**config.mk**
```make
export PLATFORM = sky130hd
export DESIGN_NAME = audio_rx_output_lock_control
export DESIGN_NICKNAME = d
export VERILOG_FILES = /design/src/core/rx_output_pkg.sv /design/src/core/audio_rx_output_lock_control.sv
export SDC_FILE = /design/constraint.sdc
export NUM_CORES = 1
export LEC_CHECK = 0
export ABC_AREA = 1
export BUFFER_PORTS_ARGS = -buffer_cell sky130_fd_sc_hd__buf_2
export CELL_PAD_IN_SITES_DETAIL_PLACEMENT = 0
export CELL_PAD_IN_SITES_GLOBAL_PLACEMENT = 1
export CORE_UTILIZATION = 33
export CTS_BUF_LIST = sky130_fd_sc_hd__clkbuf_16
export DETAILED_ROUTE_END_ITERATION = 10
export PLACE_DENSITY = 0.75
export RECOVER_POWER = 100
export SYNTH_ARGS = -nofsm -noshare
export SYNTH_HDL_FRONTEND = slang
export SYNTH_SLANG_ARGS = --single-unit
```
**constraint.sdc**
```tcl
create_clock -name pclk -period 1.9 [get_ports pclk]
set_input_delay 0.19 -clock pclk [delete_from_list [all_inputs] [get_ports pclk]]
set_output_delay 0.19 -clock pclk [all_outputs]
set_load 0.005 [all_outputs]
```
**src/core/rx_output_pkg.sv**
```systemverilog
// Purpose: shared constants for the receive output control block
// Assumes: 32-bit apb, one aligned word per register
// Notes: offsets are byte addresses within the block window
package rx_output_pkg;
  localparam logic [31:0] HDR_CAPTURE_ADDR = 32'hCF000024;
  localparam logic [31:0] OUT_CONTROL_ADDR = 32'hCF000028;
  localparam logic [31:0] IRQ_STATUS_ADDR = 32'hCF000030;
  localparam logic [31:0] IRQ_MASK_ADDR = 32'hCF000034;
  localparam logic [31:0] HDR_CAPTURE_RESET = 32'h00000000;
  localparam logic [31:0] OUT_CONTROL_RESET = 32'h00000000;
  localparam int MUTE_RELEASE_BIT = 31;
  localparam int MIDI_PRESENT_BIT = 30;
  localparam int AUTO_MUTE_BIT = 29;
  localparam int LOCKED_BIT = 28;
  localparam int DUAL_WIRE_BIT = 27;
  localparam int LOCK_COUNT_MSB = 15;
  localparam int LOCK_COUNT_LSB = 0;
  localparam int HDR_TAG_MSB = 31;
  localparam int HDR_TAG_LSB = 30;
  localparam int HDR_FMT_MSB = 29;
  localparam int HDR_FMT_LSB = 24;
  localparam int HDR_FDF_MSB = 23;
  localparam int HDR_FDF_LSB = 16;
  localparam int HDR_SYT_MSB = 15;
  localparam int HDR_SYT_LSB = 0;
  localparam logic [1:0] HDR_TAG_EXPECTED = 2'h2;
  localparam int IRQ_LOCK_GAINED = 0;
  localparam int IRQ_LOCK_LOST = 1;
  localparam int IRQ_BAD_TAG = 2;
  localparam int IRQ_WIDTH = 3;
  localparam logic [31:0] WRITABLE_CONTROL_MASK = 32'hE800FFFF;
  typedef enum logic {LS_HUNT, LS_LOCKED} lock_state_e;
endpackage : rx_output_pkg

```
**src/core/audio_rx_output_lock_control.sv**
```systemverilog
// Purpose: second header capture, output control and lock detector
// Assumes: all inputs synchronous to pclk; one clock domain
// Notes: zero wait states; read data loads in the setup cycle
//
// What this block does
// - each received second header word is captured read-only.
// - the capture shows tag at 31:30, format 29:24, fdf 23:16, syt 15:0.
// - while control bit 31 is zero every emitted data word is muted.
// - when control bit 30 is set the last word of each data block is midi.
// - with control bit 29 set, data is muted while the detector is unlocked.
// - read-only bit 28 shows the lock state machine is locked.
// - control bit 27 selects dual-wire operation.
// - lock comes only after the programmed count of clean periods.
// - a slip drops lock at once and restarts the count.
`timescale 1ns/1ps
module audio_rx_output_lock_control
  import rx_output_pkg::*;
#(
  parameter int DATA_W = 32,
  parameter int COUNT_W = 16
)
(
  input wire logic pclk,
  input wire logic presetn,
  input wire logic psel,
  input wire logic penable,
  input wire logic pwrite,
  input wire logic [31:0] paddr,
  input wire logic [31:0] pwdata,
  input wire logic [3:0] pstrb,
  output logic [31:0] prdata,
  output logic pready,
  output logic pslverr,
  input wire logic hdr_valid,
  input wire logic [31:0] hdr_word,
  input wire logic bus_tick,
  input wire logic sample_slip,
  input wire logic in_valid,
  input wire logic [DATA_W-1:0] in_data,
  input wire logic in_block_last,
  output logic out_valid,
  output logic [DATA_W-1:0] out_data,
  output logic out_is_midi,
  output logic out_block_last,
  output logic dual_wire,
  output logic locked,
  output logic irq
);
  // ----------------------------------------------------------------
  // bus decode
  // ----------------------------------------------------------------
  logic [31:0] hdr_r;
  logic [31:0] ctrl_r;
  logic [IRQ_WIDTH-1:0] status_r;
  logic [IRQ_WIDTH-1:0] status_nxt;
  logic [IRQ_WIDTH-1:0] mask_r;
  lock_state_e state_r;
  lock_state_e state_nxt;
  logic [COUNT_W-1:0] count_r;
  logic [COUNT_W-1:0] count_nxt;
  logic [IRQ_WIDTH-1:0] events;
  logic [31:0] ctrl_view;
  logic [31:0] hdr_view;
  logic [31:0] rdata_sel;

  wire access = psel && penable;
  wire setup_rd = psel && !penable && !pwrite;
  wire wr = access && pwrite;
  wire sel_hdr = (paddr == HDR_CAPTURE_ADDR);
  wire sel_ctrl = (paddr == OUT_CONTROL_ADDR);
  wire sel_stat = (paddr == IRQ_STATUS_ADDR);
  wire sel_mask = (paddr == IRQ_MASK_ADDR);
  wire mapped = sel_hdr || sel_ctrl || sel_stat || sel_mask;
  wire wr_ctrl = wr && sel_ctrl;
  wire wr_stat = wr && sel_stat;
  wire wr_mask = wr && sel_mask;

  function automatic logic [31:0] strobe_merge(
    input logic [31:0] old_v,
    input logic [31:0] new_v,
    input logic [3:0] strb
  );
    logic [31:0] m;
    m = {{8{strb[3]}}, {8{strb[2]}}, {8{strb[1]}}, {8{strb[0]}}};
    return (old_v & ~m) | (new_v & m);
  endfunction : strobe_merge

  wire [31:0] ctrl_wr_val =
    strobe_merge(ctrl_r, pwdata, pstrb) & WRITABLE_CONTROL_MASK;
  // status clear honours the byte strobes like any write
  wire [31:0] stat_clr = strobe_merge(32'h00000000, pwdata, pstrb);
  wire [31:0] mask_wr_val = strobe_merge({29'h0, mask_r}, pwdata, pstrb);
  wire [IRQ_WIDTH-1:0] clr_bits = wr_stat ? stat_clr[IRQ_WIDTH-1:0] : '0;

  // ----------------------------------------------------------------
  // named fields
  // ----------------------------------------------------------------
  wire ctl_mute_release = ctrl_r[MUTE_RELEASE_BIT];
  wire ctl_midi_present = ctrl_r[MIDI_PRESENT_BIT];
  wire ctl_auto_mute = ctrl_r[AUTO_MUTE_BIT];
  wire ctl_dual_wire = ctrl_r[DUAL_WIRE_BIT];
  wire [COUNT_W-1:0] lock_target = ctrl_r[LOCK_COUNT_MSB:LOCK_COUNT_LSB];
  wire [HDR_TAG_MSB-HDR_TAG_LSB:0] rx_tag =
    hdr_word[HDR_TAG_MSB:HDR_TAG_LSB];
  wire tag_bad = (rx_tag != HDR_TAG_EXPECTED);

  // the capture is shown as tag, format, fdf and syt fields
  wire [HDR_TAG_MSB-HDR_TAG_LSB:0] cap_tag = hdr_r[HDR_TAG_MSB:HDR_TAG_LSB];
  wire [HDR_FMT_MSB-HDR_FMT_LSB:0] cap_fmt = hdr_r[HDR_FMT_MSB:HDR_FMT_LSB];
  wire [HDR_FDF_MSB-HDR_FDF_LSB:0] cap_fdf = hdr_r[HDR_FDF_MSB:HDR_FDF_LSB];
  wire [HDR_SYT_MSB-HDR_SYT_LSB:0] cap_syt = hdr_r[HDR_SYT_MSB:HDR_SYT_LSB];
  assign hdr_view = {cap_tag, cap_fmt, cap_fdf, cap_syt};

  // ----------------------------------------------------------------
  // register readback
  // ----------------------------------------------------------------
  // locked bit merged on read; writes to it are dropped by the mask
  always_comb
  begin
    ctrl_view = ctrl_r;
    ctrl_view[LOCKED_BIT] = locked;
  end

  assign rdata_sel = sel_hdr ? hdr_view :
                     sel_ctrl ? ctrl_view :
                     sel_stat ? {29'h0, status_r} :
                     sel_mask ? {29'h0, mask_r} : 32'h00000000;

  // no wait states: every access completes in its first access cycle
  assign pready = 1'b1;
  assign pslverr = access && !mapped;

  // ----------------------------------------------------------------
  // registers
  // ----------------------------------------------------------------
  // read data loads in the setup cycle so that it already stands at
  // the access edge, where the master takes it
  always_ff @(posedge pclk or negedge presetn)
  begin
    if (!presetn)
      prdata <= 32'h00000000;
    else if (setup_rd)
      prdata <= rdata_sel;
  end

  always_ff @(posedge pclk or negedge presetn)
  begin
    if (!presetn)
      hdr_r <= HDR_CAPTURE_RESET;
    else if (hdr_valid)
      hdr_r <= hdr_word;
  end

  // bit 28 and the reserved bits are masked off before the write
  always_ff @(posedge pclk or negedge presetn)
  begin
    if (!presetn)
      ctrl_r <= OUT_CONTROL_RESET;
    else if (wr_ctrl)
      ctrl_r <= ctrl_wr_val;
  end

  always_ff @(posedge pclk or negedge presetn)
  begin
    if (!presetn)
      mask_r <= '0;
    else if (wr_mask)
      mask_r <= mask_wr_val[IRQ_WIDTH-1:0];
  end

  assign status_nxt = (status_r & ~clr_bits) | events;

  // set wins over a write-one clear in the same cycle
  always_ff @(posedge pclk or negedge presetn)
  begin
    if (!presetn)
      status_r <= '0;
    else
      status_r <= status_nxt;
  end

  // ----------------------------------------------------------------
  // lock detector
  // ----------------------------------------------------------------
  // a count of zero locks at once; the counter stops at the target
  // a tick in a slip cycle is not counted, so the count restarts clean
  wire count_done = (count_r >= lock_target);

  always_comb
  begin
    state_nxt = state_r;
    count_nxt = count_r;
    case (state_r)
      LS_HUNT:
      begin
        if (sample_slip)
        begin
          count_nxt = '0;
        end
        else if (count_done)
        begin
          state_nxt = LS_LOCKED;
        end
        else if (bus_tick)
        begin
          count_nxt = count_r + 1'b1;
        end
      end
      LS_LOCKED:
      begin
        if (sample_slip)
        begin
          state_nxt = LS_HUNT;
          count_nxt = '0;
        end
      end
      default:
      begin
        state_nxt = LS_HUNT;
        count_nxt = '0;
      end
    endcase
  end

  always_ff @(posedge pclk or negedge presetn)
  begin
    if (!presetn)
      state_r <= LS_HUNT;
    else
      state_r <= state_nxt;
  end

  always_ff @(posedge pclk or negedge presetn)
  begin
    if (!presetn)
      count_r <= '0;
    else
      count_r <= count_nxt;
  end

  assign locked = (state_r == LS_LOCKED);

  // ----------------------------------------------------------------
  // interrupts
  // ----------------------------------------------------------------
  // events are one-cycle pulses from the lock machine and header path
  wire entering_lock = (state_r == LS_HUNT) && (state_nxt == LS_LOCKED);
  wire leaving_lock = (state_r == LS_LOCKED) && (state_nxt == LS_HUNT);
  assign events[IRQ_LOCK_GAINED] = entering_lock;
  assign events[IRQ_LOCK_LOST] = leaving_lock;
  assign events[IRQ_BAD_TAG] = hdr_valid && tag_bad;
  // level output: a masked event stays pending in status
  assign irq = |(status_r & mask_r);

  // ----------------------------------------------------------------
  // output stage
  // ----------------------------------------------------------------
  // midi words are muted too: a mute silences the whole stream
  wire mute = !ctl_mute_release ||
              (ctl_auto_mute && !locked);
  wire midi_word = ctl_midi_present && in_block_last;
  wire [DATA_W-1:0] data_nxt = mute ? '0 : in_data;

  // data and flags share one cycle of latency
  always_ff @(posedge pclk or negedge presetn)
  begin
    if (!presetn)
      out_valid <= 1'b0;
    else
      out_valid <= in_valid;
  end

  always_ff @(posedge pclk or negedge presetn)
  begin
    if (!presetn)
      out_data <= '0;
    else
      out_data <= data_nxt;
  end

  always_ff @(posedge pclk or negedge presetn)
  begin
    if (!presetn)
      out_is_midi <= 1'b0;
    else
      out_is_midi <= in_valid && midi_word;
  end

  always_ff @(posedge pclk or negedge presetn)
  begin
    if (!presetn)
      out_block_last <= 1'b0;
    else
      out_block_last <= in_valid && in_block_last;
  end

  always_ff @(posedge pclk or negedge presetn)
  begin
    if (!presetn)
      dual_wire <= 1'b0;
    else
      dual_wire <= ctl_dual_wire;
  end
endmodule : audio_rx_output_lock_control

```
After elaboration in Yosys (flattened, before gate mapping):

Cells that the tools add are included.
W data, S select, Z words.

* add/sub/neg operators: 1
* multipliers: 0
* div/mod/pow operators: 0
* order comparisons: 1
* equality and inequality tests: 8
* shift-type cells: 0
* muxes and demuxes: 15
* bitwise operators: 12
* reduce and logical (&&, ||, !) cells: 26

Operator list (number)
* $eq A32 B32 Y1 const B: 4
* $mux W32: 3
* $and A32 B32 Y32: 2
* $mux W16: 4
* $not A32 Y32: 1
* $or A32 B32 Y32: 1
* $pmux W16 S2: 1
* $add A16 B1 Y16 const B: 1
* $ge A16 B16 Y1: 1
* $logic_and A1 B1 Y1: 15
* $and A3 B3 Y3: 3
* $mux W3: 3
* $ne A3 B3 Y1 const B: 2
* $or A3 B3 Y3: 2
* $logic_not A1 Y1: 5
* $logic_or A1 B1 Y1: 4
* $ne A2 B2 Y1 const B: 2
* $mux W1: 3
* $not A3 Y3: 1
* $reduce_and A3 Y1: 1
* $reduce_or A3 Y1: 1
* $not A1 Y1: 2
* $pmux W1 S2: 1

* register bits: 143
* latch bits: 0
* RAM bits: 0
* ROM bits: 0
* bits of input ports: 142
* word-level logic and storage cells: 75
* memories: 0

Logic depth before layout (Yosys ltp):

Gate-level depths: netlist (run 1).

* depth in word-level cells: 7
* depth in mapped cells: 15
* depth with buffers taken out: 14

Worst setup path before layout (run 1):

Ideal clock, no wire load.

* kind: reg2reg
* start point: register count_r[9]
* end point: register count_r[10]
* library setup time: 0.118 ns
* arrival: 1.661 ns
* data required time: 1.782 ns
* setup slack: 0.121 ns
* cell stages (with the launch flop): 9
* buffers on the path: 1
* cells stage by stage: dfrtp_1 -> ha_1 -> a21oi_1 -> o21ai_0 -> a21oi_1 -> nand4_1 -> buf_2 -> nand3_1 -> nand2_1

* longest elaborated chain between the ends: 5
* elaborated cells on any way between the ends: 8
* those cells by class: add/sub (1); order compare (1); eq/ne (1); mux (4); reduce/logical (1)

Ends and longest elaborated chain
* start: declaration: line audio_rx_output_lock_control.sv:59 `logic [COUNT_W-1:0] count_r;`
* start signal: assignment: line audio_rx_output_lock_control.sv:238 `count_r <= count_nxt;`
* $add A16 B1 Y16: line audio_rx_output_lock_control.sv:206 `count_nxt = count_r + 1'b1;`
* $mux W16: line audio_rx_output_lock_control.sv:204 `else if (bus_tick)`
* $mux W16: line audio_rx_output_lock_control.sv:200 `else if (count_done)`
* $mux W16: line audio_rx_output_lock_control.sv:196 `if (sample_slip)`
* $pmux W16 S2: line audio_rx_output_lock_control.sv:193 `case (state_r)`

Parallel ways exist; a longest one is shown, timed or not. The select of a mux whose other input is x is not followed.
A chain may end at the register's enable or synchronous reset.

==> key figures, run 1 <==
Timing
  • RSZ-0062 raised after global routing: true
  • Slew Limit Fails: 0
  • Tmin final: about 1.8 ns
  • Worst rel slew slack: roughly 14%
  • Max Freq: about 560 MHz
  • Setup ws final: 0.111 ns
  • Hold Vio Cnt, Final: 0
  • Skew final: between 0.009 and 0.01 ns
  • Worst Max-Slew Pin Slew: 1.29 ns
  • Setup violators final: 0
  • Fin crit share: a little over nine tenths

Route
  • DRT antenna net count: 0
  • DRC violations left: 0
  • Via count: between 6000 and 7000
  • Routed wire length: ~19000 microns
  • WL/cell: 13.4 microns
  • Detailed Route Iter0 Violations: 211
  • Vias per Instance: ~4.5
  • DRT Pass-1 Iters: 5

Setup path
  • CP delay by family, top: compound AO/OA/AOI/OAI gates
  • Crit end category: register
  • Setup CP Type: reg2reg
  • Worst path depth: 9
  • Crit path largest cell delay: around 0.35 ns
  • Worst Path Max Fanout: 8
  • Type of origin of the critical path: register
  • Crit path buf inv count: 2
  • Reg2Reg Depth: 9
  • Crit path DAT: 2.10 ns
  • Data required, critical path: between 2 and 2.5 ns
  • CP dominant cell by count: a21oi_2
  • Cell chain of the critical path: inv_1, ha_1, a21oi_2, o21ai_1, a21oi_2, nand4_1, buf_6, nand3_1, nand2_1
  • Slowest-stage cell, CP: dfrtp_1

Global routing
  • First-pass GRT wire length: between 30000 and 40000 microns
  • Vias in the first global route: between 6000 and 7000
  • Initial antenna violation count: 0
  • Total grt overflow: 0
  • Largest net degree at the start of global routing: 52
  • Global Route Usage Sum: between 10% and 20%

Floorplan
  • Die height: roughly 140 microns
  • Chip width: between 100 and 150 microns
  • Site Rows: 51
  • Area of the core: a little under 20000 sq um
  • Die footprint: 20700 sq um
  • Initial Util: 33.9%
  • I/O pin total: 214

Pwr
  • Pwr Density: 745 nW/um^2
  • Peak VDD IR: just over 0.0006 V
  • Total leakage power: between 0.005 and 0.006 uW

CTS
  • CTS tree: done
  • TritonCTS buffer count: 17
  • Clock Sinks: around 140
  • Worst-Skew Late Latency: approximately 0.43 ns
  • CTS Buffer Depth: 2
  • Worst-path clk slew: 0.06 ns
  • H-tree depth: 4
  • Clock root buffer: clkbuf_16

Placed design
  • DPL Wire Length: 13300 microns
  • Routability Congestion: around 0.81
  • Port Buf Inserts: roughly 200
  • Pre-CTS setup slack: roughly 0.016 ns

Layout
  • Ant. Diodes: 0
  • Share of cells above drive strength 1: ~22%
  • Layout area overhead: 44.9%
  • Post-layout net count: approximately 1300
  • Fin util: between 40% and 50%

Outcome
  • Status: completed

Logic synthesis
  • Gate Count Post-Synth: approximately 800
  • Post-Syn Nets: ~970
  • Post-synth cell types: 32
  • Cell Area, Synth: around 6700 sq um
  • Seq cells post-synth: between 100 and 150
  • Mean Syn Cell Area: 8.21 sq um
  • Synth warn: 0
  • Sequential fraction of the synthesis area: 53.8%

Run
  • Max-cap violations: 0

Hold path
  • Hold Path Class: in2reg
  • Hold Crit Depth: 3
[layer usage]
| metal | GRT usage, % | up-vias | routed length, microns |
|---|---|---|---|
| li1 | - | 3215 | - |
| met1 | 23.7 | 2881 | 8490 |
| met2 | 33.0 | 157 | 9170 |
| met3 | 3.63 | 21 | 851 |
| met4 | 6.49 | 0 | 287 |
| met5 | 0 | - | 0 |
[kinds of logic (layout without fill, tap and decap cells)]
| logic type | count (synthesis) | count (layout) | synth area share, % |
|---|---|---|---|
| AND/OR/NAND/NOR | 409 | 409 | 25.9 |
| buffers and inverters | 141 | 468 | 8.18 |
| flip-flops | 143 | 143 | 53.8 |
| other | 1 | 1 | 0.0564 |
| AO/OA/AOI/OAI | 91 | 91 | 7.71 |
| XOR/XNOR | 5 | 5 | 0.658 |
| adder cells (fa/ha/maj) | 17 | 17 | 3.20 |
| multiplexers | 3 | 3 | 0.508 |
[final timing paths]
path                            from    endpoint  slack [ns]
setup / recovery            register  count_r[8]        0.11
hold / removal             pwdata[0]    register        0.02
setup reg to reg            register  count_r[8]        0.11
hold reg to reg             register   dual_wire        0.44
max in group asynchronous    presetn   hdr_r[23]        0.27
min in group asynchronous    presetn  prdata[20]        0.58
[stage by stage]
| step | hold slack [ns] | total power, uW | instance area (sq um) | std cells | setup TNS, ns |
|---|---|---|---|---|---|
| floorplan | -0.106 | 3420 | 6650 | 810 | 0 |
| global placement | 0.174 | 3730 | 8300 | 1294 | 0 |
| detailed placement | 0.175 | 3740 | 8300 | 1294 | 0 |
| CTS | 0.00617 | 7270 | 9660 | 1401 | 0 |
| global route | 0.0151 | 7480 | 9630 | 1402 | -0.377 |
| finish | 0.0178 | 7180 | 9630 | 1402 | 0 |
[worst min-delay path: stages]
cell and delay, ns:
buf_2 0.11, nand2_1 0.05, nand2_1 0.05
[cell usage after synthesis, drive strengths merged]
cell type / n / area share [%]
xor2: 4 / 0.53
o21ai: 46 / 3.5
buf: 8 / 0.68
nor4: 2 / 0.19
nand2: 224 / 13
inv: 109 / 6.2
dfrtp: 143 / 54
clkbuf: 22 / 1.2
mux2: 3 / 0.51
o21a: 2 / 0.23
a211oi: 2 / 0.23
clkinv: 2 / 0.11
xnor2: 1 / 0.13
conb: 1 / 0.056
nor3: 8 / 0.92
nand3: 78 / 5.9
o31ai: 11 / 1.2
and3: 1 / 0.094
o22ai: 16 / 1.5
nand3b: 1 / 0.11
a21oi: 14 / 1.1
ha: 17 / 3.2
nor2: 84 / 4.9
nand4: 11 / 1.0
[power by group]
group / leakage, uW / switching [uW] / internal [uW] / total [uW]
Sequential: 0.00188 / 39.5 / 3130 / 3170
Combinational: 0.00294 / 321 / 300 / 621
Clock: 0.000293 / 1410 / 1980 / 3390
[cells in the final DEF, fill, tap and decap left out, drive strengths merged, types with 4 or more instances in the layout]
master       count
o31ai           11
o22ai           16
clkbuf          80
dlygate4sd3     75
dfrtp          143
nand3           78
buf            187
nor3             8
nand4           11
nor2            84
clkinv           7
o21ai           46
nand2          224
inv            116
xor2             4
a21oi           14
ha              17
[repair_timing]
| action | 4_1_cts | 5_1_grt |
|---|---|---|
| gates resized for setup | 0 | 29 |
| setup buffers | 0 | 0 |
| hold buffers | 75 | 0 |
| hold endpoints to repair | 121 | 0 |
| endpoints found under the setup margin | 0 | 17 |
[final cells by class]
cell class	instances	area [sq um]
fillers	1964	9960
flip-flops and latches	143	3580
multi-input cells	526	2630
repair buffers	325	2080
clock buffers	17	425
inverters	111	417
well taps	265	332
clock inverters	15	176
Power figures use the tool's default switching activity.
==> inputs of run 2 (changes only) <==
Settings changed: CORE_MARGIN set to 8, RECOVER_POWER 100 to unset.
==> key figures, run 2 (synthesis gave the netlist of run 1 again) <==
Layout
  • Fin cells: 1409 (was 1402)
  • Share of cells above drive strength 1: 27.5% (was 22.4%)
  • Ant. Diodes: 0 (unchanged)
  • Fill cells: 1937 (was 1964)
  • Leading cell types in the layout, fill and taps excluded: nand2_1 (217), buf_2 (198), dfrtp_1 (143), inv_1 (107), nor2_1 (81) (was nand2_1 (217), buf_2 (146), dfrtp_1 (143), inv_1 (108), nor2_1 (83))
  • Post-layout instance area: 9780 sq um (was 9630 sq um)
  • Layout area overhead: 47.0% (was 44.9%)
  • Leading cell type in the layout, fill and taps excluded: nand2_1 (unchanged)
  • Post-layout net count: 1285 (was 1283)
  • Sequential Area: 3580 sq um (unchanged)
  • Multi-input logic area: 2650 sq um (was 2630 sq um)

Timing
  • Fin crit share: 93.1% (was 94.2%)
  • Slew Limit Fails: 0 (unchanged)
  • Max Freq: 565 MHz (was 559 MHz)
  • Sum Neg Setup Slack: 0 ns (unchanged)
  • Setup violators final: 0 (unchanged)
  • Hold slack: 0.00643 ns (was 0.0178 ns)
  • Tmin final: 1.77 ns (was 1.79 ns)
  • Hold Vio Cnt, Final: 0 (unchanged)
  • RSZ-0062 raised after global routing: true (unchanged)
  • Skew final: 0.00890 ns (was 0.00942 ns)

Pwr
  • Total leakage power: 0.00537 uW (was 0.00512 uW)
  • Peak VDD IR: 0.000600 V (was 0.000613 V)
  • Total power: 7070 uW (was 7180 uW)
  • Pwr Density: 723 nW/um^2 (was 745 nW/um^2)

CTS
  • H-tree depth: 4 (unchanged)
  • TritonCTS buffer count: 17 (unchanged)
  • Worst-Skew Late Latency: 0.43 ns (about the same)
  • Worst-path clk slew: 0.06 ns (about the same)
  • Clock Sinks: 143 (unchanged)
  • Clock root buffer: clkbuf_16 (unchanged)
  • CTS Buffer Depth: 2 (unchanged)
  • CTS tree: done (unchanged)

Placed design
  • Routability Congestion: 0.834 (was 0.813)
  • Post-DP Area: 8290 sq um (was 8300 sq um)
  • DPL Wire Length: 14600 microns (was 13300 microns)
  • Dpl cells: 1297 (was 1294)
  • Port Buf Inserts: 199 (unchanged)

Global routing
  • Global Route Usage Sum: 16.7% (was 19.1%)
  • First-pass GRT wire length: 32700 microns (was 30100 microns)
  • Total grt overflow: 0 (unchanged)
  • Largest net degree at the start of global routing: 54 (was 52)
  • Initial antenna violation count: 0 (unchanged)
  • Vias in the first global route: 6531 (was 6116)

Setup path
  • Type of origin of the critical path: register (unchanged)
  • Setup slack, reg-to-reg: 0.13 ns (was 0.11 ns)
  • Crit path DAT: 2.07 ns (was 2.10 ns)
  • CP delay by family, top: simple AND/OR/NAND/NOR gates (was compound AO/OA/AOI/OAI gates)
  • Crit path largest cell delay: 0.41 ns (was 0.35 ns)
  • Cell chain of the critical path: ha_1, nand2_2, nor4_4, nand2_2, nand3_1, nand2_1, buf_4, nand3_1, nand2_1 (was inv_1, ha_1, a21oi_2, o21ai_1, a21oi_2, nand4_1, buf_6, nand3_1, nand2_1)
  • Crit end category: register (unchanged)
  • Setup CP Type: reg2reg (unchanged)
  • Data required, critical path: 2.20 ns (was 2.21 ns)
  • Slowest-stage cell, CP: dfrtp_1 (unchanged)
  • Crit path buf inv count: 1 (was 2)
  • Worst Path Max Fanout: 8 (unchanged)

Route
  • Routed wire length: 20300 microns (was 18800 microns)
  • Detailed Route Iter0 Violations: 280 (was 211)
  • Vias per Instance: 4.47 (was 4.48)
  • WL/cell: 14.4 microns (was 13.4 microns)
  • DRT antenna net count: 0 (unchanged)
  • Via count: 6300 (was 6274)
  • DRT Pass-1 Iters: 4 (was 5)
  • DRC violations left: 0 (unchanged)

Outcome
  • Status: completed (unchanged)

Hold path
  • Hold Path Class: in2reg (unchanged)

Floorplan
  • Site Rows: 52 (was 51)
  • Initial Util: 33.3% (was 33.9%)
  • Area of the core: 20000 sq um (was 19600 sq um)
  • I/O pin total: 214 (unchanged)
  • Die footprint: 24900 sq um (was 20700 sq um)
  • Chip width: 158 microns (was 144 microns)
  • Die height: 158 microns (was 144 microns)

Run
  • Max-cap violations: 0 (unchanged)
==> run 2: cell types whose count changed in the layout (fill, tap and decap cells not counted), sizes merged <==
cell,before,now
clkinv,7,10
clkinvlp,1,2
inv,116,112
buf,187,252
clkbuf,80,17
==> run 2: cell type report <==
type | instances | area share (%)
clock inverters | 15 | 1.48
multi-input cells | 526 | 27.1
inverters | 111 | 4.26
well taps | 270 | 3.46
repair buffers | 327 | 22.7
flip-flops and latches | 143 | 36.6
clock buffers | 17 | 4.35
==> run 2: path summary, 6_finish.rpt <==
| kind | startpoint | to | cells past startpoint |
|---|---|---|---|
| max | count_r[8] | count_r[14] | 9 |
| min | hdr_word[24] | hdr_r[24] | 3 |
| max reg2reg | count_r[8] | count_r[14] | 9 |
| min reg2reg | register | dual_wire | 0 |
| max in group asynchronous | presetn | hdr_r[27] | 3 |
| min in group asynchronous | presetn | out_data[17] | 2 |
==> run 2: stage by stage <==
stage	utilization, %	setup WS [ns]
4_1_cts	48.1	0.0112
3_3_place_gp	41.5	0.0961
2_1_floorplan	-	0.121
5_1_grt	48.9	-0.00726
6_report	48.9	0.131
3_5_place_dp	41.5	0.0372
==> run 2: tightest hold or removal path, delay by kind of cell <==
family / cells / cell delay [ns]
buf+inv: 1 / 0.08
simple gates: 1 / 0.04
compound gates: 1 / 0.07
==> run 2: report_power, final <==
| group | internal (uW) | leakage [uW] | switching [uW] | total [uW] |
|---|---|---|---|---|
| Clock | 1920 | 0.000280 | 1340 | 3260 |
| Sequential | 3130 | 0.00188 | 39.4 | 3170 |
| Combinational | 307 | 0.00320 | 322 | 629 |
| Total | 5360 | 0.00537 | 1700 | 7070 |
==> run 2: repair_timing <==
action / in CTS / in global routing
buffers inserted: 0 / 5
hold buffers: 75 / 0
endpoints found under the hold margin: 113 / 0
endpoints found under the setup margin: 0 / 18
resized for setup: 0 / 25
==> run 2: per-layer routing <==
metal	global-route usage [%]	wire [microns]	part of all wire (%)	up-vias
li1	-	-	-	3204
met3	4.40	1320	6.5	31
met4	5.30	397	2.0	0
met1	19.8	8810	43	2917
met5	0	0	0	-
met2	28.9	9820	48	148
==> inputs of run 3 (changes only) <==
Settings changed: CELL_PAD_IN_SITES_GLOBAL_PLACEMENT 1 to 2, CORE_UTILIZATION 33 to 26.
==> key figures, run 3 (synthesis gave the netlist of run 1 again) <==
Outcome
  • Status: completed (unchanged)

Layout
  • Layout area overhead: 47.8% (was 47.0%)
  • Post-layout net count: 1287 (was 1285)
  • Share of cells above drive strength 1: 26.6% (was 27.5%)
  • Leading cell type in the layout, fill and taps excluded: nand2_1 (unchanged)
  • Fin util: 39.0% (was 48.9%)
  • Leading cell types in the layout, fill and taps excluded: nand2_1 (220), buf_2 (198), dfrtp_1 (143), inv_1 (108), nor2_1 (81) (was nand2_1 (217), buf_2 (198), dfrtp_1 (143), inv_1 (107), nor2_1 (81))

Global routing
  • Largest net degree at the start of global routing: 49 (was 54)
  • Global Route Usage Sum: 14.1% (was 16.7%)
  • First-pass GRT wire length: 34600 microns (was 32700 microns)
  • Total grt overflow: 0 (unchanged)
  • Vias in the first global route: 6527 (was 6531)
  • Initial antenna violation count: 1 (was 0)

CTS
  • Worst-path clk slew: 0.06 ns (about the same)
  • H-tree depth: 4 (unchanged)
  • CTS Buffer Depth: 2 (unchanged)
  • CTS tree: done (unchanged)
  • Worst-Skew Late Latency: 0.43 ns (about the same)
  • TritonCTS buffer count: 17 (unchanged)
  • Clock root buffer: clkbuf_16 (unchanged)
  • Clock Sinks: 143 (unchanged)

Pwr
  • Pwr Density: 738 nW/um^2 (was 723 nW/um^2)
  • Total leakage power: 0.00540 uW (was 0.00537 uW)
  • Peak VDD IR: 0.000398 V (was 0.000600 V)

Setup path
  • Crit end category: register (unchanged)
  • CP delay by family, top: simple AND/OR/NAND/NOR gates (unchanged)
  • Data required, critical path: 2.21 ns (was 2.20 ns)
  • Crit path DAT: 2.08 ns (was 2.07 ns)
  • Crit path buf inv count: 2 (was 1)
  • Cell chain of the critical path: inv_1, ha_1, nand2_1, nor4_4, nand2_2, nand3_1, nand2_2, buf_6, nand3_1, nand2_1 (was ha_1, nand2_2, nor4_4, nand2_2, nand3_1, nand2_1, buf_4, nand3_1, nand2_1)
  • Worst Path Max Fanout: 7 (was 8)
  • Type of origin of the critical path: register (unchanged)
  • Slowest-stage cell, CP: dfrtp_1 (unchanged)
  • Setup CP Type: reg2reg (unchanged)
  • Crit path largest cell delay: 0.34 ns (was 0.41 ns)

Route
  • Vias per Instance: 4.23 (was 4.47)
  • Via count: 6226 (was 6300)
  • DRC violations left: 0 (unchanged)
  • Routed wire length: 21600 microns (was 20300 microns)
  • WL/cell: 14.7 microns (was 14.4 microns)
  • DRT antenna net count: 0 (unchanged)
  • DRT Pass-1 Iters: 4 (unchanged)
  • Detailed Route Iter0 Violations: 340 (was 280)

Floorplan
  • I/O pin total: 214 (unchanged)
  • Die footprint: 31000 sq um (was 24900 sq um)
  • Area of the core: 25200 sq um (was 20000 sq um)
  • Site Rows: 58 (was 52)
  • Die height: 176 microns (was 158 microns)
  • Initial Util: 26.4% (was 33.3%)
  • Chip width: 176 microns (was 158 microns)

Timing
  • Worst Max-Slew Pin Slew: ~0.59 ns
  • Max Freq: 565 MHz (about the same)
  • Hold Vio Cnt, Final: 0 (unchanged)
  • Setup ws final: 0.131 ns (about the same)
  • Sum Neg Setup Slack: 0 ns (unchanged)
  • Setup violators final: 0 (unchanged)
  • Slew Limit Fails: 0 (unchanged)
  • Skew final: 0.0104 ns (was 0.00890 ns)
  • Tmin final: 1.77 ns (about the same)
  • Worst rel slew slack: 60.7%
  • Fin crit share: 93.1% (about the same)

Run
  • Max-cap violations: 0 (unchanged)

Placed design
  • DPL Wire Length: 15800 microns (was 14600 microns)
  • Routability Congestion: 0.784 (was 0.834)
  • Port Buf Inserts: 199 (unchanged)
  • Pre-CTS setup slack: 0.0649 ns (was 0.0372 ns)

Hold path
  • HP Start: pwdata[11] (was hdr_word[24])
  • Hold Path Class: in2reg (unchanged)
run 3: cell count changes in the layout (fill, tap and decap cells not counted), sizes merged:
cell         previous run  this run
diode                   0         1
clkinv                 10         6
dlygate4sd3            75        76
inv                   112       117
buf                   252       253
clkinvlp                2         1
run 3: repair_timing:
action | 4_1_cts | 5_1_grt
hold buffers | 76 | 0
setup endpoints to repair | 0 | 18
hold endpoints to repair | 121 | 0
buffers inserted | 0 | 1
resized for setup | 0 | 13
run 3: final timing paths:
kind	end	slack (ns)	depth (start not counted)
worst min-delay path	register	0.02	3
max in group asynchronous	asynchronous set/reset pin	0.98	3
worst max register to register	count_r[9]	0.13	10
worst min register to register	dual_wire	0.45	0
min in group asynchronous	out_data[8]	0.29	2
worst max-delay path	count_r[9]	0.13	10
run 3: stage by stage:
| step | hold WS [ns] | power (uW) | cell area, sq um | instances |
|---|---|---|---|---|
| floorplan | -0.106 | 3420 | 6650 | 810 |
| global placement | 0.180 | 3740 | 8410 | 1361 |
| detailed placement | 0.182 | 3750 | 8410 | 1361 |
| CTS | 0.00429 | 7370 | 9770 | 1469 |
| global route | 0.0173 | 7560 | 9830 | 1472 |
| finish | 0.0159 | 7250 | 9830 | 1472 |
run 3: area by class of cell:
| type | count | area [sq um] |
|---|---|---|
| tap | 330 | 413 |
| clock buffer | 17 | 425 |
| fill | 2569 | 15400 |
| timing repair buffer | 329 | 2250 |
| antenna | 1 | 2.50 |
| clock inverter | 15 | 173 |
| inverter | 111 | 417 |
| sequential | 143 | 3580 |
| multi-input combinational | 526 | 2560 |
run 3: tightest hold or removal path: stages:
cell and delay, ns:
buf_2 0.08, nand3_1 0.07, nand2_1 0.06
run 3: routing by layer:
layer	track usage [%]	share of wire (%)
met1	17.4	46
met2	23.6	48
met3	3.42	5.3
met4	5.02	1.4
met5	0	0
run 3: report_power, final:
part	switching [uW]	internal, uW	leakage (uW)	total (uW)
Combinational	324	309	0.00322	633
Sequential	40.5	3130	0.00188	3170
Clock	1470	1980	0.000295	3450
Total	1830	5420	0.00540	7250
